File: src/apc_pkg.sv
// Operation
// - pulse period accurate to one internal tick
// - constant speed pulses have equal halves, low half one tick longer on odd periods
// - with home input disabled, accel shortens low part, decel lengthens
// - internal tick is input clock halved
// - mix adjacent periods for fractional speeds
// - logical counter follows output pulse direction
// - real counter takes quadrature or up/down
// - counters signed 32-bit, host read/write
// - source select picks counter for compares
// - upper flag while counter above upper compare
// - lower flag while counter below lower compare
// - outside ring mode, upper soft limit stops plus drive, sets error
// - upper soft limit error clears by itself
// - compare registers writable at any time
// - plain mode wraps across full 32 bits
// - ring mode wraps at compare maxima
// - one ring bit serves both counters
// - home input enable and active level
// - clear real counter on home onset
// - home detection halts pulses at once
// - only the home input clears real counter
package apc_pkg;
	localparam int CNT_WIDTH = 32;
	localparam int PER_WIDTH = 16;
	localparam int ADDR_WIDTH = 8;
	localparam int CLK_PERIOD_NS = 8;
	localparam int SCLK_DIV = 2;
	localparam int SCLK_PERIOD_NS = CLK_PERIOD_NS * SCLK_DIV;
	localparam logic [7:0] OFF_CMD = 8'h00;
	localparam logic [7:0] OFF_WR1 = 8'h04;
	localparam logic [7:0] OFF_WR2 = 8'h08;
	localparam logic [7:0] OFF_WR3 = 8'h0c;
	localparam logic [7:0] OFF_PER_INT = 8'h10;
	localparam logic [7:0] OFF_PER_FRAC = 8'h14;
	localparam logic [7:0] OFF_LOGICAL = 8'h18;
	localparam logic [7:0] OFF_REAL = 8'h1c;
	localparam logic [7:0] OFF_UPPER = 8'h20;
	localparam logic [7:0] OFF_LOWER = 8'h24;
	localparam logic [7:0] OFF_STAT1 = 8'h28;
	localparam logic [7:0] OFF_ERR = 8'h2c;
	localparam int CMD_PLUS_BIT = 0;
	localparam int CMD_MINUS_BIT = 1;
	localparam int CMD_DECEL_BIT = 2;
	localparam int CMD_HALT_BIT = 3;
	localparam int WR1_Z_LEVEL_BIT = 4;
	localparam int WR1_Z_EN_BIT = 5;
	localparam int WR1_Z_CLR_BIT = 6;
	localparam int WR2_SLIM_UP_BIT = 0;
	localparam int WR2_SLIM_LOW_BIT = 1;
	localparam int WR2_CMP_SEL_BIT = 5;
	localparam int WR2_ENC_UPDOWN_BIT = 6;
	localparam int WR3_PHASE_LSB = 0;
	localparam int WR3_RING_BIT = 6;
	localparam logic [31:0] WR1_MASK = 32'h0000_0070;
	localparam logic [31:0] WR2_MASK = 32'h0000_0063;
	localparam logic [31:0] WR3_MASK = 32'h0000_0043;
	localparam logic [31:0] WR_RST = 32'h0000_0000;
	localparam logic [31:0] CNT_RST = 32'h0000_0000;
	localparam logic [15:0] PER_INT_RST = 16'h0010;
	localparam logic [15:0] PER_FRAC_RST = 16'h0000;
	localparam logic [16:0] PERIOD_MIN = 17'h00004;
	localparam logic [1:0] PHASE_CONST = 2'b00;
	localparam logic [1:0] PHASE_ACCEL = 2'b01;
	localparam logic [1:0] PHASE_DECEL = 2'b10;
	localparam logic [1:0] RESP_OKAY = 2'b00;
	localparam logic [1:0] RESP_SLVERR = 2'b10;
	typedef enum logic [1:0] {
		S_IDLE = 2'b00,
		S_LOAD = 2'b01,
		S_HIGH = 2'b10,
		S_LOW = 2'b11
	} apc_state_type;
	typedef struct packed {
		logic ring;
		logic [1:0] phase;
		logic enc_updown;
		logic cmp_sel;
		logic slim_low;
		logic slim_up;
		logic z_clr;
		logic z_en;
		logic z_level;
	} apc_cfg_type;
endpackage

File: src/apc_axis_position_control.sv
`timescale 1ns/10ps
module apc_axis_position_control import apc_pkg::*; (
	input wire logic clk_i,
	input wire logic reset_i,
	input wire logic ce_i,
	input wire logic [ADDR_WIDTH-1:0] s_axi_awaddr,
	input wire logic s_axi_awvalid,
	output logic s_axi_awready,
	input wire logic [31:0] s_axi_wdata,
	input wire logic [3:0] s_axi_wstrb,
	input wire logic s_axi_wvalid,
	output logic s_axi_wready,
	output logic [1:0] s_axi_bresp,
	output logic s_axi_bvalid,
	input wire logic s_axi_bready,
	input wire logic [ADDR_WIDTH-1:0] s_axi_araddr,
	input wire logic s_axi_arvalid,
	output logic s_axi_arready,
	output logic [31:0] s_axi_rdata,
	output logic [1:0] s_axi_rresp,
	output logic s_axi_rvalid,
	input wire logic s_axi_rready,
	input wire logic home_z_input_i,
	input wire logic enc_a_i,
	input wire logic enc_b_i,
	output logic pulse_plus_o,
	output logic pulse_minus_o,
	output logic driving_o
);
	// bus write and read handshake
	logic aw_hold_q, w_hold_q, bvalid_q;
	logic [ADDR_WIDTH-1:0] aw_addr_q;
	logic [31:0] w_data_q;
	logic [3:0] w_strb_q;
	logic [1:0] bresp_q;
	logic rvalid_q;
	logic [31:0] rdata_q;
	logic [1:0] rresp_q;
	wire aw_fire = s_axi_awvalid && s_axi_awready;
	wire w_fire = s_axi_wvalid && s_axi_wready;
	wire ar_fire = s_axi_arvalid && s_axi_arready;
	wire wr_go = ce_i && aw_hold_q && w_hold_q && !bvalid_q;
	wire [7:0] wa = {aw_addr_q[7:2], 2'b00};
	wire [7:0] ra = {s_axi_araddr[7:2], 2'b00};
	wire [31:0] wmask = {{8{w_strb_q[3]}}, {8{w_strb_q[2]}}, {8{w_strb_q[1]}}, {8{w_strb_q[0]}}};
	assign s_axi_awready = ce_i && !aw_hold_q;
	assign s_axi_wready = ce_i && !w_hold_q;
	assign s_axi_arready = ce_i && !rvalid_q;
	assign s_axi_bvalid = ce_i && bvalid_q;
	assign s_axi_rvalid = ce_i && rvalid_q;
	assign s_axi_bresp = bresp_q;
	assign s_axi_rdata = rdata_q;
	assign s_axi_rresp = rresp_q;

	function automatic logic [31:0] merge(input logic [31:0] old);
		merge = (old & ~wmask) | (w_data_q & wmask);
	endfunction

	// software registers
	logic [31:0] wr1_q, wr2_q, wr3_q, upper_cmp_q, lower_cmp_q;
	logic [15:0] per_int_q, per_frac_q;
	apc_cfg_type cfg;
	assign cfg.ring = wr3_q[WR3_RING_BIT];
	assign cfg.phase = wr3_q[WR3_PHASE_LSB +: 2];
	assign cfg.enc_updown = wr2_q[WR2_ENC_UPDOWN_BIT];
	assign cfg.cmp_sel = wr2_q[WR2_CMP_SEL_BIT];
	assign cfg.slim_low = wr2_q[WR2_SLIM_LOW_BIT];
	assign cfg.slim_up = wr2_q[WR2_SLIM_UP_BIT];
	assign cfg.z_clr = wr1_q[WR1_Z_CLR_BIT];
	assign cfg.z_en = wr1_q[WR1_Z_EN_BIT];
	assign cfg.z_level = wr1_q[WR1_Z_LEVEL_BIT];

	wire wr_cmd = wr_go && wa == OFF_CMD && w_strb_q[0];
	wire cmd_plus = wr_cmd && w_data_q[CMD_PLUS_BIT];
	wire cmd_minus = wr_cmd && w_data_q[CMD_MINUS_BIT] && !w_data_q[CMD_PLUS_BIT];
	wire cmd_decel = wr_cmd && w_data_q[CMD_DECEL_BIT];
	wire cmd_halt = wr_cmd && w_data_q[CMD_HALT_BIT];
	wire lc_load = wr_go && wa == OFF_LOGICAL;
	wire rc_load = wr_go && wa == OFF_REAL;
	wire [31:0] per_int_m = merge({16'h0000, per_int_q});
	wire [31:0] per_frac_m = merge({16'h0000, per_frac_q});
	wire wr_mapped = wa == OFF_CMD || wa == OFF_WR1 || wa == OFF_WR2 || wa == OFF_WR3 ||
		wa == OFF_PER_INT || wa == OFF_PER_FRAC || wa == OFF_LOGICAL || wa == OFF_REAL ||
		wa == OFF_UPPER || wa == OFF_LOWER || wa == OFF_STAT1 || wa == OFF_ERR;
	wire rd_mapped = ra == OFF_CMD || ra == OFF_WR1 || ra == OFF_WR2 || ra == OFF_WR3 ||
		ra == OFF_PER_INT || ra == OFF_PER_FRAC || ra == OFF_LOGICAL || ra == OFF_REAL ||
		ra == OFF_UPPER || ra == OFF_LOWER || ra == OFF_STAT1 || ra == OFF_ERR;

	always_ff @(posedge clk_i or posedge reset_i) begin
		if (reset_i) begin
			aw_hold_q <= 1'b0;
			aw_addr_q <= '0;
		end else if (ce_i) begin
			if (aw_fire) begin
				aw_hold_q <= 1'b1;
				aw_addr_q <= s_axi_awaddr;
			end else if (wr_go) begin
				aw_hold_q <= 1'b0;
			end
		end
	end

	always_ff @(posedge clk_i or posedge reset_i) begin
		if (reset_i) begin
			w_hold_q <= 1'b0;
			w_data_q <= '0;
			w_strb_q <= '0;
		end else if (ce_i) begin
			if (w_fire) begin
				w_hold_q <= 1'b1;
				w_data_q <= s_axi_wdata;
				w_strb_q <= s_axi_wstrb;
			end else if (wr_go) begin
				w_hold_q <= 1'b0;
			end
		end
	end

	always_ff @(posedge clk_i or posedge reset_i) begin
		if (reset_i) begin
			bvalid_q <= 1'b0;
			bresp_q <= RESP_OKAY;
		end else if (ce_i) begin
			if (wr_go) begin
				bvalid_q <= 1'b1;
				bresp_q <= wr_mapped ? RESP_OKAY : RESP_SLVERR;
			end else if (s_axi_bready) begin
				bvalid_q <= 1'b0;
			end
		end
	end

	always_ff @(posedge clk_i or posedge reset_i) begin
		if (reset_i) begin
			wr1_q <= WR_RST;
			wr2_q <= WR_RST;
			wr3_q <= WR_RST;
			per_int_q <= PER_INT_RST;
			per_frac_q <= PER_FRAC_RST;
		end else if (wr_go) begin
			if (wa == OFF_WR1) wr1_q <= merge(wr1_q) & WR1_MASK;
			if (wa == OFF_WR2) wr2_q <= merge(wr2_q) & WR2_MASK;
			if (wa == OFF_WR3) wr3_q <= merge(wr3_q) & WR3_MASK;
			if (wa == OFF_PER_INT) per_int_q <= per_int_m[15:0];
			if (wa == OFF_PER_FRAC) per_frac_q <= per_frac_m[15:0];
		end
	end

	// compare values are written at any time, also while driving
	always_ff @(posedge clk_i or posedge reset_i) begin
		if (reset_i) begin
			upper_cmp_q <= CNT_RST;
			lower_cmp_q <= CNT_RST;
		end else if (wr_go) begin
			if (wa == OFF_UPPER) upper_cmp_q <= merge(upper_cmp_q);
			if (wa == OFF_LOWER) lower_cmp_q <= merge(lower_cmp_q);
		end
	end

	// internal tick at half the clock
	logic tick_q;
	wire act = ce_i && tick_q;
	always_ff @(posedge clk_i or posedge reset_i) begin
		if (reset_i) tick_q <= 1'b0;
		else if (ce_i) tick_q <= !tick_q;
	end

	// home input and encoder decode
	logic z_arm_q, enc_a_q, enc_b_q;
	wire z_active = cfg.z_en && (cfg.z_level ? home_z_input_i : !home_z_input_i);
	wire z_arm = z_active && cfg.z_clr;
	wire real_clear = z_arm && !z_arm_q;
	wire enc_chg = enc_a_i ^ enc_a_q ^ enc_b_i ^ enc_b_q;
	wire enc_inc = cfg.enc_updown ? (enc_a_i && !enc_a_q) : (enc_chg && (enc_b_q ^ enc_a_i));
	wire enc_dec = cfg.enc_updown ? (enc_b_i && !enc_b_q) : (enc_chg && !(enc_b_q ^ enc_a_i));
	always_ff @(posedge clk_i or posedge reset_i) begin
		if (reset_i) begin
			z_arm_q <= 1'b0;
			enc_a_q <= 1'b0;
			enc_b_q <= 1'b0;
		end else if (ce_i) begin
			z_arm_q <= z_arm;
			enc_a_q <= enc_a_i;
			enc_b_q <= enc_b_i;
		end
	end

	// position counters
	apc_state_type state_q, state_d;
	logic level_q, level_d, dir_minus_q, plus_q, minus_q, stop_pend_q;
	logic [31:0] lc_count, rc_count;
	wire pulse_start = level_d && !level_q;
	apc_ring_counter #(.WIDTH(CNT_WIDTH)) u_logical (
		.clk_i(clk_i),
		.reset_i(reset_i),
		.ce_i(ce_i),
		.load_i(lc_load),
		.load_val_i(merge(lc_count)),
		.clear_i(1'b0),
		.inc_i(pulse_start && !dir_minus_q),
		.dec_i(pulse_start && dir_minus_q),
		.ring_en_i(cfg.ring),
		.ring_max_i(upper_cmp_q),
		.count_o(lc_count)
	);
	apc_ring_counter #(.WIDTH(CNT_WIDTH)) u_real (
		.clk_i(clk_i),
		.reset_i(reset_i),
		.ce_i(ce_i),
		.load_i(rc_load),
		.load_val_i(merge(rc_count)),
		.clear_i(real_clear),
		.inc_i(enc_inc),
		.dec_i(enc_dec),
		.ring_en_i(cfg.ring),
		.ring_max_i(lower_cmp_q),
		.count_o(rc_count)
	);

	// compares and soft limits
	logic up_flag_q, low_flag_q, up_err_q, low_err_q;
	wire [31:0] sel_cnt = cfg.cmp_sel ? rc_count : lc_count;
	wire exceed_up = $signed(sel_cnt) > $signed(upper_cmp_q);
	wire below_low = $signed(sel_cnt) < $signed(lower_cmp_q);
	wire driving = state_q != S_IDLE;
	wire sl_stop = driving && ((up_err_q && !dir_minus_q) || (low_err_q && dir_minus_q));
	always_ff @(posedge clk_i or posedge reset_i) begin
		if (reset_i) begin
			up_flag_q <= 1'b0;
			low_flag_q <= 1'b0;
			up_err_q <= 1'b0;
			low_err_q <= 1'b0;
		end else if (ce_i) begin
			up_flag_q <= exceed_up;
			low_flag_q <= below_low;
			up_err_q <= cfg.slim_up && !cfg.ring && exceed_up;
			low_err_q <= cfg.slim_low && !cfg.ring && below_low;
		end
	end

	// pulse period with fractional mixing
	logic [15:0] acc_q;
	logic [16:0] cnt_q, cnt_d, period_q, high_q, low_q;
	logic [1:0] phase_q;
	wire [16:0] acc_sum = {1'b0, acc_q} + {1'b0, per_frac_q};
	wire [16:0] int_eff = ({1'b0, per_int_q} < PERIOD_MIN) ? PERIOD_MIN : {1'b0, per_int_q};
	wire [16:0] per_next = int_eff + {16'h0000, acc_sum[16]};
	wire [16:0] quarter = per_next >> 2;
	wire [1:0] phase_eff = cfg.z_en ? PHASE_CONST : cfg.phase;
	wire [16:0] high_next = (phase_eff == PHASE_ACCEL) ? per_next - quarter :
		(phase_eff == PHASE_DECEL) ? quarter : per_next >> 1;
	wire [16:0] low_next = per_next - high_next;
	wire halt = cmd_halt || (z_active && driving);
	wire start = state_q == S_IDLE && (cmd_plus || cmd_minus);

	always_comb begin
		state_d = state_q;
		cnt_d = cnt_q;
		level_d = level_q;
		case (state_q)
			S_IDLE: begin
				if (start) state_d = S_LOAD;
			end
			S_LOAD: begin
				if (act) begin
					if (stop_pend_q || sl_stop) begin
						state_d = S_IDLE;
					end else begin
						state_d = S_HIGH;
						cnt_d = high_next - 17'h00001;
						level_d = 1'b1;
					end
				end
			end
			S_HIGH: begin
				if (act) begin
					if (cnt_q == '0) begin
						state_d = S_LOW;
						cnt_d = low_q - 17'h00001;
						level_d = 1'b0;
					end else begin
						cnt_d = cnt_q - 17'h00001;
					end
				end
			end
			S_LOW: begin
				if (act) begin
					if (cnt_q != '0) begin
						cnt_d = cnt_q - 17'h00001;
					end else if (stop_pend_q || sl_stop) begin
						state_d = S_IDLE;
					end else begin
						state_d = S_HIGH;
						cnt_d = high_next - 17'h00001;
						level_d = 1'b1;
					end
				end
			end
			default: begin
				state_d = S_IDLE;
			end
		endcase
		if (halt) begin
			state_d = S_IDLE;
			level_d = 1'b0;
		end
	end

	always_ff @(posedge clk_i or posedge reset_i) begin
		if (reset_i) begin
			state_q <= S_IDLE;
			cnt_q <= '0;
			level_q <= 1'b0;
			dir_minus_q <= 1'b0;
			plus_q <= 1'b0;
			minus_q <= 1'b0;
		end else if (ce_i) begin
			state_q <= state_d;
			cnt_q <= cnt_d;
			level_q <= level_d;
			if (start) dir_minus_q <= cmd_minus;
			plus_q <= level_d && !dir_minus_q;
			minus_q <= level_d && dir_minus_q;
		end
	end

	always_ff @(posedge clk_i or posedge reset_i) begin
		if (reset_i) begin
			stop_pend_q <= 1'b0;
			acc_q <= '0;
			period_q <= PERIOD_MIN;
			high_q <= '0;
			low_q <= '0;
			phase_q <= PHASE_CONST;
		end else if (ce_i) begin
			if (state_d == S_IDLE) stop_pend_q <= 1'b0;
			else if (driving && (cmd_decel || sl_stop)) stop_pend_q <= 1'b1;
			if (pulse_start) begin
				acc_q <= acc_sum[15:0];
				period_q <= per_next;
				high_q <= high_next;
				low_q <= low_next;
				phase_q <= phase_eff;
			end
		end
	end

	assign pulse_plus_o = plus_q;
	assign pulse_minus_o = minus_q;
	assign driving_o = driving;

	// read side
	wire [31:0] rd_data = (ra == OFF_CMD) ? {29'h0, stop_pend_q, dir_minus_q, driving} :
		(ra == OFF_WR1) ? wr1_q : (ra == OFF_WR2) ? wr2_q : (ra == OFF_WR3) ? wr3_q :
		(ra == OFF_PER_INT) ? {16'h0000, per_int_q} : (ra == OFF_PER_FRAC) ? {16'h0000, per_frac_q} :
		(ra == OFF_LOGICAL) ? lc_count : (ra == OFF_REAL) ? rc_count :
		(ra == OFF_UPPER) ? upper_cmp_q : (ra == OFF_LOWER) ? lower_cmp_q :
		(ra == OFF_STAT1) ? {30'h0, low_flag_q, up_flag_q} :
		(ra == OFF_ERR) ? {30'h0, low_err_q, up_err_q} : 32'h0000_0000;
	always_ff @(posedge clk_i or posedge reset_i) begin
		if (reset_i) begin
			rvalid_q <= 1'b0;
			rdata_q <= '0;
			rresp_q <= RESP_OKAY;
		end else if (ce_i) begin
			if (ar_fire) begin
				rvalid_q <= 1'b1;
				rdata_q <= rd_data;
				rresp_q <= rd_mapped ? RESP_OKAY : RESP_SLVERR;
			end else if (s_axi_rready) begin
				rvalid_q <= 1'b0;
			end
		end
	end

	property p_period_split;
		@(posedge clk_i) disable iff (reset_i)
		(state_q == S_HIGH || state_q == S_LOW) |-> (high_q + low_q == period_q && period_q >= PERIOD_MIN);
	endproperty
	a_period_split: assert property (p_period_split) else $error("pulse halves do not sum to period");
	property p_const_duty;
		@(posedge clk_i) disable iff (reset_i)
		(state_q == S_HIGH && phase_q == PHASE_CONST) |-> (low_q == high_q || low_q == high_q + 17'h00001);
	endproperty
	a_const_duty: assert property (p_const_duty) else $error("constant speed duty not even");
	property p_ramp_shape;
		@(posedge clk_i) disable iff (reset_i)
		(state_q == S_HIGH || state_q == S_LOW) |->
			((phase_q != PHASE_ACCEL || low_q < high_q) && (phase_q != PHASE_DECEL || low_q > high_q));
	endproperty
	a_ramp_shape: assert property (p_ramp_shape) else $error("ramp duty shape wrong");
	property p_tick_edges;
		@(posedge clk_i) disable iff (reset_i)
		$rose(level_q) |-> $past(tick_q) && $past(ce_i) && !tick_q;
	endproperty
	a_tick_edges: assert property (p_tick_edges) else $error("pulse edge off the internal tick");
	property p_frac_mix;
		@(posedge clk_i) disable iff (reset_i)
		$rose(level_q) |-> (period_q == $past(int_eff) || period_q == $past(int_eff) + 17'h00001);
	endproperty
	a_frac_mix: assert property (p_frac_mix) else $error("period not adjacent to integer setting");
	property p_logical_inc;
		@(posedge clk_i) disable iff (reset_i)
		(ce_i && pulse_start && !dir_minus_q && !lc_load && !cfg.ring) |=> lc_count == $past(lc_count) + 32'h1;
	endproperty
	a_logical_inc: assert property (p_logical_inc) else $error("logical counter missed a plus pulse");
	property p_upper_flag;
		@(posedge clk_i) disable iff (reset_i)
		ce_i |=> up_flag_q == ($signed($past(cfg.cmp_sel ? rc_count : lc_count)) > $signed($past(upper_cmp_q)));
	endproperty
	a_upper_flag: assert property (p_upper_flag) else $error("upper compare flag wrong");
	property p_lower_flag;
		@(posedge clk_i) disable iff (reset_i)
		(ce_i && $signed(cfg.cmp_sel ? rc_count : lc_count) >= $signed(lower_cmp_q)) |=> !low_flag_q;
	endproperty
	a_lower_flag: assert property (p_lower_flag) else $error("lower compare flag stuck");
	property p_soft_stop;
		@(posedge clk_i) disable iff (reset_i)
		(state_q == S_LOW && act && cnt_q == '0 && sl_stop && !halt) |=> (state_q == S_IDLE && !plus_q && !minus_q);
	endproperty
	a_soft_stop: assert property (p_soft_stop) else $error("soft limit did not stop drive");
	property p_soft_auto;
		@(posedge clk_i) disable iff (reset_i)
		(ce_i && $signed(cfg.cmp_sel ? rc_count : lc_count) <= $signed(upper_cmp_q)) |=> !up_err_q;
	endproperty
	a_soft_auto: assert property (p_soft_auto) else $error("upper limit error did not clear");
	property p_home_clear;
		@(posedge clk_i) disable iff (reset_i)
		(ce_i && real_clear && !rc_load) |=> rc_count == 32'h0000_0000;
	endproperty
	a_home_clear: assert property (p_home_clear) else $error("real counter not cleared on home onset");
	property p_home_halt;
		@(posedge clk_i) disable iff (reset_i)
		(ce_i && z_active && driving) |=> (state_q == S_IDLE && !plus_q && !minus_q);
	endproperty
	a_home_halt: assert property (p_home_halt) else $error("home detection did not halt pulses");
endmodule

File: src/apc_ring_counter.sv
`timescale 1ns/10ps
module apc_ring_counter import apc_pkg::*; #(
	parameter int WIDTH = CNT_WIDTH
) (
	input wire logic clk_i,
	input wire logic reset_i,
	input wire logic ce_i,
	input wire logic load_i,
	input wire logic [WIDTH-1:0] load_val_i,
	input wire logic clear_i,
	input wire logic inc_i,
	input wire logic dec_i,
	input wire logic ring_en_i,
	input wire logic [WIDTH-1:0] ring_max_i,
	output logic [WIDTH-1:0] count_o
);
	logic [WIDTH-1:0] count_q;
	logic [WIDTH-1:0] count_d;
	wire top_hit = ring_en_i && (count_q == ring_max_i);
	wire zero_hit = count_q == '0;
	wire [WIDTH-1:0] up_val = top_hit ? '0 : count_q + 1'b1;
	wire [WIDTH-1:0] dn_val = (ring_en_i && zero_hit) ? ring_max_i : count_q - 1'b1;
	assign count_d = load_i ? load_val_i : clear_i ? '0 : (inc_i && !dec_i) ? up_val :
		(dec_i && !inc_i) ? dn_val : count_q;
	always_ff @(posedge clk_i or posedge reset_i) begin
		if (reset_i) begin
			count_q <= '0;
		end else if (ce_i) begin
			count_q <= count_d;
		end
	end
	assign count_o = count_q;

	property p_plain_wrap;
		@(posedge clk_i) disable iff (reset_i)
		(ce_i && !load_i && !clear_i && !ring_en_i && inc_i && !dec_i && count_q == '1) |=> count_q == '0;
	endproperty
	a_plain_wrap: assert property (p_plain_wrap) else $error("counter did not wrap to zero");
	property p_ring_wrap;
		@(posedge clk_i) disable iff (reset_i)
		(ce_i && !load_i && !clear_i && ring_en_i && dec_i && !inc_i && zero_hit) |=> count_q == $past(ring_max_i);
	endproperty
	a_ring_wrap: assert property (p_ring_wrap) else $error("ring counter did not wrap to maximum");
endmodule

File: config.mk
export PLATFORM = sky130hd
export DESIGN_NAME = apc_axis_position_control
export DESIGN_NICKNAME = d
export VERILOG_FILES = /design/src/apc_pkg.sv /design/src/apc_axis_position_control.sv /design/src/apc_ring_counter.sv
export SDC_FILE = /design/constraint.sdc
export NUM_CORES = 1
export LEC_CHECK = 0
export ABC_CLOCK_PERIOD_IN_PS = 13700
export BUFFER_PORTS_ARGS = -buffer_cell sky130_fd_sc_hd__buf_2
export CAP_MARGIN = 30
export CELL_PAD_IN_SITES_DETAIL_PLACEMENT = 0
export CELL_PAD_IN_SITES_GLOBAL_PLACEMENT = 2
export CORE_MARGIN = 1
export CORE_UTILIZATION = 38
export CTS_CLUSTER_DIAMETER = 100
export DETAILED_ROUTE_END_ITERATION = 7
export PLACE_DENSITY_LB_ADDON = 0.1
export RECOVER_POWER = 50
export SLEW_MARGIN = 20
export SYNTH_ARGS = -nofsm -noshare
export SYNTH_HDL_FRONTEND = slang
export SYNTH_SLANG_ARGS = --single-unit
File: constraint.sdc
create_clock -name clk_i -period 13.7 [get_ports clk_i]
set_input_delay 1.37 -clock clk_i [delete_from_list [all_inputs] [get_ports clk_i]]
set_output_delay 1.37 -clock clk_i [all_outputs]
set_load 0.01 [all_outputs]
After elaboration in Yosys (flattened, before gate mapping)
Index checks and enable logic that the tools add are counted.

storage, ports and cells
  register bits = 319
  word-level logic and storage cells = 306
  output and inout bits = 44
  input port bits = 63

operators by class
  equal/unequal tests = 32
  bitwise logic cells = 24
  muxes and demuxes = 66
  add/sub/neg operators = 11
  reductions and logical operators = 134
  order comparisons = 3

operator list
  kind                                                 number
  2-to-1 mux 32 bit                                    22
  bitwise AND 32 bit                                   5
  OR 32 bit                                            4
  2-to-1 mux 17 bit                                    7
  adder 32 x 1 -> 32 bit, second input constant        2
  equality test 32 bit                                 2
  zero test 32 bit                                     2
  subtractor 32 x 1 -> 32 bit, second input constant   2
  logical AND 1 bit                                    51
  one-hot mux 17 bit (3 select lines)                  1
  subtractor 17 x 1 -> 17 bit, second input constant   3
  equality test 6 x 3 -> 1 bit, second input constant  8
  equality test 6 x 4 -> 1 bit, second input constant  8
  AND reduction 2 bit                                  20
  bitwise AND 16 bit                                   2
  > comparator 32 bit                                  1
  less-than comparator 32 bit                          1
  2-to-1 mux 16 bit                                    2
  inverter 32 bit                                      1
  OR 16 bit                                            2
  logical OR 1 bit                                     27
  2-to-1 mux 2 bit                                     13
  equality test 6 x 2 -> 1 bit, second input constant  4
  bitwise AND 7 bit                                    3
  23 further kinds                                     77

Longest topological paths before layout
Gate-level depths: netlist of run 1.

  depth after elaboration = 17
  gate-level depth with buffers = 34
  depth with buffers taken out = 34

Hierarchy
Synthesis of run 1 repeated with hierarchy kept, for this count alone.

second synthesis, totals
  cells, all modules = 3,085
  area total of the unflattened synthesis = 25,609.6 um^2

modules (own cells, without submodules)
  module                         cells an instance  times used  area each (um^2)  sequential area each (um^2)
  apc_axis_position_control      2,076              1           18,205.0          6,282.3
  apc_ring_counter at u_real     519                1           3,793.6           800.8
  apc_ring_counter at u_logical  490                1           3,611.0           800.8

Worst setup path after synthesis of run 1
OpenSTA, ideal clock, no wires.

  path kind = reg-to-reg
  from = register (tool-made name)
  to = register low_q[16]
  data required time = 13.562 ns
  arrival time = 7.475 ns
  buffers on the path = 0
  period minus slack after synthesis = 7.613 ns
  library setup time = 0.138 ns
  cell stages (with the launch flop) = 32
  path slack = 6.087 ns
  path through = dfrtp_1 -> ha_1 -> fa_1 -> a21o_1 -> a21oi_1 -> o21bai_1 -> a21oi_1 -> o21bai_1 -> a21oi_1 -> o21ai_0 -> a2111o_1 -> a31oi_1 -> o21ai_0 -> ha_1 -> ha_1 -> xnor2_1 -> ha_1 -> inv_1 -> fa_1 -> a21o_1 -> a21o_1 -> and2_1 -> a311o_1 -> o21ba_2 -> o31ai_1 -> inv_1 -> ha_1 -> or2_2 -> o211ai_1 -> a311oi_1 -> a2bb2oi_1 -> o221ai_1

RTL lines
  element                 line                              text
  end signal: assignment  apc_axis_position_control.sv:342  low_q <= low_next;
  end: declaration        apc_axis_position_control.sv:243  logic [16:0] cnt_q, cnt_d, period_q, high_q, low_q;

==> results of run 1 <==
## cells by family (layout without fill, tap and decap cells)
family | Yosys count | count (layout) | synth area share (%)
xor+xnor | 245 | 245 | 8.67
simple gates | 933 | 933 | 18.3
compound gates | 740 | 740 | 20.4
fa+ha+maj | 127 | 127 | 6.49
buf+inv | 334 | 361 | 5.19
flops | 315 | 315 | 31.9
mux | 202 | 202 | 9.04
other cells | 1 | 2 | 0.0152
## worst register-to-register path, delay by kind of cell (launching register included)
family,cells,cell delay [ns]
adders and majority gates,7,2.39
DFF,1,0.40
buffers and inverters,2,0.16
xor gates and xnor gates,1,0.47
and+or+nand+nor,2,0.32
AOI/OAI and AO/OA,19,5.38
## per-layer routing
metal | vias to the layer above | track usage [%] | part of all wire [%]
met2 | 604 | 50.5 | 50
met4 | 2 | 13.5 | 5.3
met5 | - | 0 | 0.014
met3 | 205 | 2.94 | 3.8
li1 | 10519 | - | -
met1 | 11245 | 33.5 | 41
## worst max-delay path by stage
stage                            endpoint  slack, ns  cells past startpoint
2_1_floorplan  asynchronous set/reset pin       3.62                      1
3_3_place_gp        low_q[16]$_DFFE_PP0P_       4.44                     31
3_5_place_dp        low_q[16]$_DFFE_PP0P_       4.39                     31
4_1_cts             low_q[16]$_DFFE_PP0P_       4.35                     31
5_1_grt        asynchronous set/reset pin       3.27                      5
6_report            low_q[16]$_DFFE_PP0P_       4.43                     31
## metrics by stage
step	hold slack, ns	util [%]	setup WS [ns]
floorplan	0.450	-	3.62
global placement	0.456	40.3	4.44
detailed placement	0.463	40.4	4.39
CTS	0.478	42.7	4.35
global route	0.495	42.6	3.27
finish	0.476	42.6	4.43
## placed cells by master, fill, tap and decap left out, types with 29 or more instances in the layout
| cell | instances |
|---|---|
| xor2_1 | 88 |
| nor3_1 | 60 |
| nor2_1 | 267 |
| buf_2 | 63 |
| nor4_1 | 33 |
| mux2_2 | 172 |
| dfrtp_1 | 314 |
| nand4_1 | 43 |
| a221oi_1 | 85 |
| or3_1 | 29 |
| inv_1 | 132 |
| clkbuf_16 | 45 |
| a22o_1 | 30 |
| a21oi_1 | 135 |
| ha_1 | 121 |
| o21ai_0 | 204 |
| nand2_1 | 232 |
| o22ai_1 | 36 |
| xnor2_1 | 157 |
| buf_4 | 41 |
| nand3_1 | 73 |
| mux2i_1 | 30 |
| clkbuf_1 | 49 |
| nand2b_1 | 56 |
## final cells by class
cell class,instances,area share (%)
inverter,134,1.84
clock inverter,17,0.661
clock buffer,59,4.59
timing repair buffer,151,3.23
sequential,315,28.7
multi-input combinational,2249,57.1
tap,855,3.90
## power breakdown
| part | internal, mW | total (mW) | switching [mW] |
|---|---|---|---|
| registers | 1.21 | 1.94 | 0.726 |
| logic | 1.63 | 3.72 | 2.09 |
| clock network | 0.698 | 1.17 | 0.470 |
| total | 3.54 | 6.83 | 3.29 |
==> impl_metrics.py, run 1 <==
metrics = {
    "timing": {
        "finalSetupViolations": 0,
        "worst_pin_slew_ns": 5.16,
        "fin_crit_sh_pct": 67.6,
        "rsz0062_at_grt": "false",
        "finalMaxSlewViolations": 208,
        "fin_crit_ns": 9.27,
        "fin_skew_ns": 0.0160,
        "fin_setup_tns_ns": 0,
        "finalHoldViolCount": 0,
        "max_freq_ghz": 0.108,
        "slew-limit-headroom_pct": -244,
    },
    "synth": {
        "synth_edf_count": 0,
        "synth.most_common_cell": "dfrtp_1",
        "ys.flop_type": "dfrtp_1",
        "yosysUniqueCellTypes": 100,
        "synth_area_leaders": "dfrtp_1 32%, mux2_2 7.8%, ha_1 6.1%",
        "synth.avg_cell_area_um2": 8.54,
        "async_flop_share_pct": 100,
        "synth_top_area_share_pct": 31.8,
        "yosysTopAreaCell": "dfrtp_1",
        "ys_seq_area_share_pct": 31.9,
        "syn_area_mm2": 0.0247,
        "ys_top_cells_by_count": "314 x dfrtp_1, 272 x nor2_1, 233 x nand2_1, 204 x o21ai_0, 172 x mux2_2",
        "ys_warn_count": 0,
        "synthCells": 2897,
        "ys_ff_latch": 315,
    },
    "detailed_routing": {
        "drt-pass1-iter-count": 8,
        "routed_wl_mm": 94.7,
        "route.detailed.drc": 3,
        "num_vias": 22575,
        "routedWlPerCell_um": 25.1,
        "ant_nets": 0,
        "drt_iter0_drc": 1756,
        "vias_per_cell": 5.97,
    },
    "setup_path": {
        "slowest_delay_ns": 0.76,
        "r2r_cells": 31,
        "end_kind": "flip-flop",
        "path_max_fanout": 5,
        "r2r_slack_ns": 4.43,
        "crit_family": "compound AO/OA/AOI/OAI gates",
        "worstSetupStartpointType": "flip-flop",
        "cp_slowest_cell": "o31ai_1",
        "required_ns": 14.14,
        "r2r_end": "low_q[16]$_DFFE_PP0P_",
        "critPathBufInv": 2,
        "crit_path_frequent_cell": "ha_1",
        "crit_arrival_ns": 9.71,
        "path_class": "reg2reg",
    },
    "global_routing": {
        "antenna_found_initial": 2,
        "grt.total_usage_pct": 28.2,
        "grt_pass1_vias": 22208,
        "grt_pass1_wl_mm": 142,
        "grt-ovfl-total": 0,
        "grt_max_degree": 114,
    },
    "cts": {
        "clockRootBuffer": "clkbuf_16",
        "clk_path_buf_depth": 3,
        "cts.repair.resized": 0,
        "ctsHtreeMaxLevel": 2,
        "cts.clk_slew.worst_paths_ns": 0.06,
        "tritoncts": "yes",
        "clkSinkCount": 315,
        "clk_latency_ns": 0.59,
        "cts_hold_buf": 0,
        "post-cts-setup-buffers": 0,
        "numCtsBuffers": 42,
    },
    "run": {
        "cap_violations": 5,
    },
    "floorplanning": {
        "dieArea_mm2": 0.0661,
        "die-width_um": 257,
        "die_h_um": 257,
        "top_level_ports": 107,
        "core-area_mm2": 0.0643,
        "row_count": 93,
        "start_util_pct": 38.5,
    },
    "placed_design": {
        "dp_hpwl_mm": 69.6,
        "placed_area_mm2": 0.0260,
        "port-buffer-count": 100,
        "place.gp.congestion": 0.883,
        "place_inst": 3699,
    },
    "worst_hold_path": {
        "hp-class": "reg2reg",
        "hold-path-cell-count": 1,
        "worstHoldStart": "s_axi_rresp[1]$_DFFE_PP0P_",
        "whs_endpoint": "s_axi_rresp[1]$_DFFE_PP0P_",
    },
    "power_and_ir_drop": {
        "peakVddDrop_uv": 121,
        "p_total_mw": 6.83,
        "leakage_nw": 11.3,
        "p_per_area_mw_per_mm2": 249,
    },
    "layout": {
        "num_antenna_cells": 0,
        "finalNonFillerCells": 3780,
        "drive_above_1_share_pct": 13.6,
        "areaGrowthSynthToFinish_pct": 10.9,
        "layout.nets": 3080,
        "seqCellArea_mm2": 0.00788,
        "multi_input_area_mm2": 0.0157,
        "n_fill_cell": 6435,
        "fin_area_mm2": 0.0274,
    },
    "status": {
        "status": "finished, violations left",
        "violations": "DRC, capacitance limit, slew limit",
    },
}
Power figures use the tool's default switching activity.
==> run 2: changes to the inputs <==
ABC_CLOCK_PERIOD_IN_PS = 8100   (was 13700)
CORE_UTILIZATION = 36   (was 38)
clock period = 8.1 ns   (was 13.7 ns; I/O delays follow)
==> run 2 against run 1 <==
  * The flow finishes with violations (capacitance limit, slew limit)
  * Design area is 3.5% higher
  * Total power is 79% higher
  * Setup slack worse by 4.0 ns
  * Global-route usage is 1.5 points lower
  * Hold slack worse by 0.21 ns
  * Wire length is 0.36% lower
  * Combinational power is 88% higher
  * Largest cell class unchanged
==> impl_metrics.py, run 2 (synthesis results as in run 1) <==
metrics = {
    "cts": {
        "numCtsBuffers": 43,
        "tritoncts": "yes",
        "clockRootBuffer": "clkbuf_16",
        "cts.clk_slew.worst_paths_ns": 0.06,
        "clk_path_buf_depth": 3,
        "clkSinkCount": 315,
        "clk_latency_ns": 0.59,
        "ctsHtreeMaxLevel": 2,
    },
    "detailed_routing": {
        "num_vias": 22845,
        "route.detailed.drc": 0,
        "vias_per_cell": 5.83,
        "routedWlPerCell_um": 24.1,
        "drt_iter0_drc": 1480,
        "routed_wl_mm": 94.4,
        "drt-pass1-iter-count": 6,
        "ant_nets": 0,
    },
    "setup_path": {
        "cp_slowest_cell": "fa_1",
        "r2r_slack_ns": 0.44,
        "slowest_delay_ns": 0.46,
        "path_class": "reg2reg",
        "end_kind": "flip-flop",
        "path_max_fanout": 5,
        "worstSetupStartpointType": "flip-flop",
        "r2r_end": "low_q[16]$_DFFE_PP0P_",
        "required_ns": 8.54,
        "r2r_cells": 34,
        "crit_arrival_ns": 8.10,
    },
    "floorplanning": {
        "top_level_ports": 107,
        "core-area_mm2": 0.0676,
        "row_count": 95,
        "die_h_um": 264,
        "die-width_um": 264,
        "dieArea_mm2": 0.0698,
        "start_util_pct": 36.6,
    },
    "global_routing": {
        "antenna_found_initial": 0,
        "grt_pass1_vias": 22389,
        "grt.total_usage_pct": 26.7,
        "grt-ovfl-total": 0,
        "grt_max_degree": 161,
        "grt_pass1_wl_mm": 143,
    },
    "layout": {
        "seqCellArea_mm2": 0.00788,
        "final_cell_mix": "314 x dfrtp_1, 266 x nor2_1, 231 x nand2_1",
        "multi_input_area_mm2": 0.0157,
        "layout_commonest_cell": "dfrtp_1",
        "layout.nets": 3197,
        "areaGrowthSynthToFinish_pct": 14.7,
        "post-route-util_pct": 42.0,
        "drive_above_1_share_pct": 18.1,
        "n_fill_cell": 6768,
        "num_antenna_cells": 0,
    },
    "timing": {
        "fin_skew_ns": 0.0148,
        "finalMaxSlewViolations": 305,
        "finalHoldViolCount": 0,
        "finalSetupViolations": 0,
        "slew-limit-headroom_pct": -189,
        "worst_pin_slew_ns": 4.33,
        "fin_setup_tns_ns": 0,
        "fin_crit_sh_pct": 94.6,
        "setup_ws_ns": 0.438,
        "fin_crit_ns": 7.66,
        "rsz0062_at_grt": "false",
        "max_freq_ghz": 0.131,
    },
    "placed_design": {
        "dp_hpwl_mm": 70.3,
        "dp_slack_ns": 0.0664,
        "place.gp.congestion": 0.921,
        "port-buffer-count": 100,
    },
    "status": {
        "status": "finished, violations left",
        "violations": "capacitance limit, slew limit",
    },
    "run": {
        "cap_violations": 2,
    },
    "worst_hold_path": {
        "hp-class": "in2async",
    },
    "power_and_ir_drop": {
        "p_per_area_mw_per_mm2": 431,
        "p_total_mw": 12.2,
        "leakage_nw": 11.9,
        "peakVddDrop_uv": 208,
    },
}
==> run 2: changes by cell type in the layout (fill, tap and decap cells not counted), sizes merged <==
cell,before,now
buf,108,251
bufinv,3,5
clkbuf,102,77
clkinv,10,9
clkinvlp,5,3
inv,133,134
==> run 2: worst max-delay path by stage <==
stage | start | endpoint | slack (ns) | cells after the start
after floorplan | flip-flop | low_q[16]$_DFFE_PP0P_ | 0.49 | 31
after global placement | flip-flop | low_q[13]$_DFFE_PP0P_ | 0.19 | 33
after detailed placement | flip-flop | low_q[15]$_DFFE_PP0P_ | 0.07 | 33
after CTS | flip-flop | low_q[13]$_DFFE_PP0P_ | 0.04 | 33
after global routing | flip-flop | low_q[16]$_DFFE_PP0P_ | 0.02 | 36
final | flip-flop | low_q[16]$_DFFE_PP0P_ | 0.44 | 34
==> run 2: cell type report <==
type	count	share of cell area [%]
Tap cell	873	3.85
Clock inverter	17	0.851
Sequential cell	315	27.8
Timing Repair Buffer	267	6.16
Inverter	134	1.78
Multi-Input combinational cell	2249	55.3
Clock buffer	61	4.28
==> run 2: per-layer routing <==
metal,up-vias,global-route usage [%],wire [um]
met2,557,47.3,47100
met5,-,0,0
met4,0,9.52,3410
li1,10768,-,-
met3,150,2.79,3490
met1,11370,33.4,40400
==> run 2: report_power, final <==
part	internal [mW]	switching [mW]	total, mW
combinational	3.41	3.59	7.00
sequential	2.06	1.16	3.21
clock	1.21	0.804	2.01
total	6.67	5.55	12.2
==> run 2: what timing repair did <==
item | CTS | global route
hold buffers | 0 | 0
buffers inserted | 0 | 2
resized for setup | 0 | 15
setup endpoints to repair | 0 | 9
==> run 2: stage by stage <==
step | hold slack [ns] | instances | cell area, um2
floorplan | 0.450 | 2898 | 24800
global placement | 0.456 | 3832 | 26900
detailed placement | 0.467 | 3834 | 26900
CTS | 0.189 | 3912 | 28300
global route | 0.300 | 3916 | 28400
finish | 0.269 | 3916 | 28400
==> run 2: worst max-delay path, delay by kind of cell, from the launching register on <==
| kind | cells | cell delay (ns) |
|---|---|---|
| flops | 1 | 0.38 |
| simple gates | 2 | 0.30 |
| buf+inv | 5 | 0.74 |
| fa+ha+maj | 7 | 2.10 |
| xor+xnor | 1 | 0.19 |
| compound gates | 19 | 3.82 |
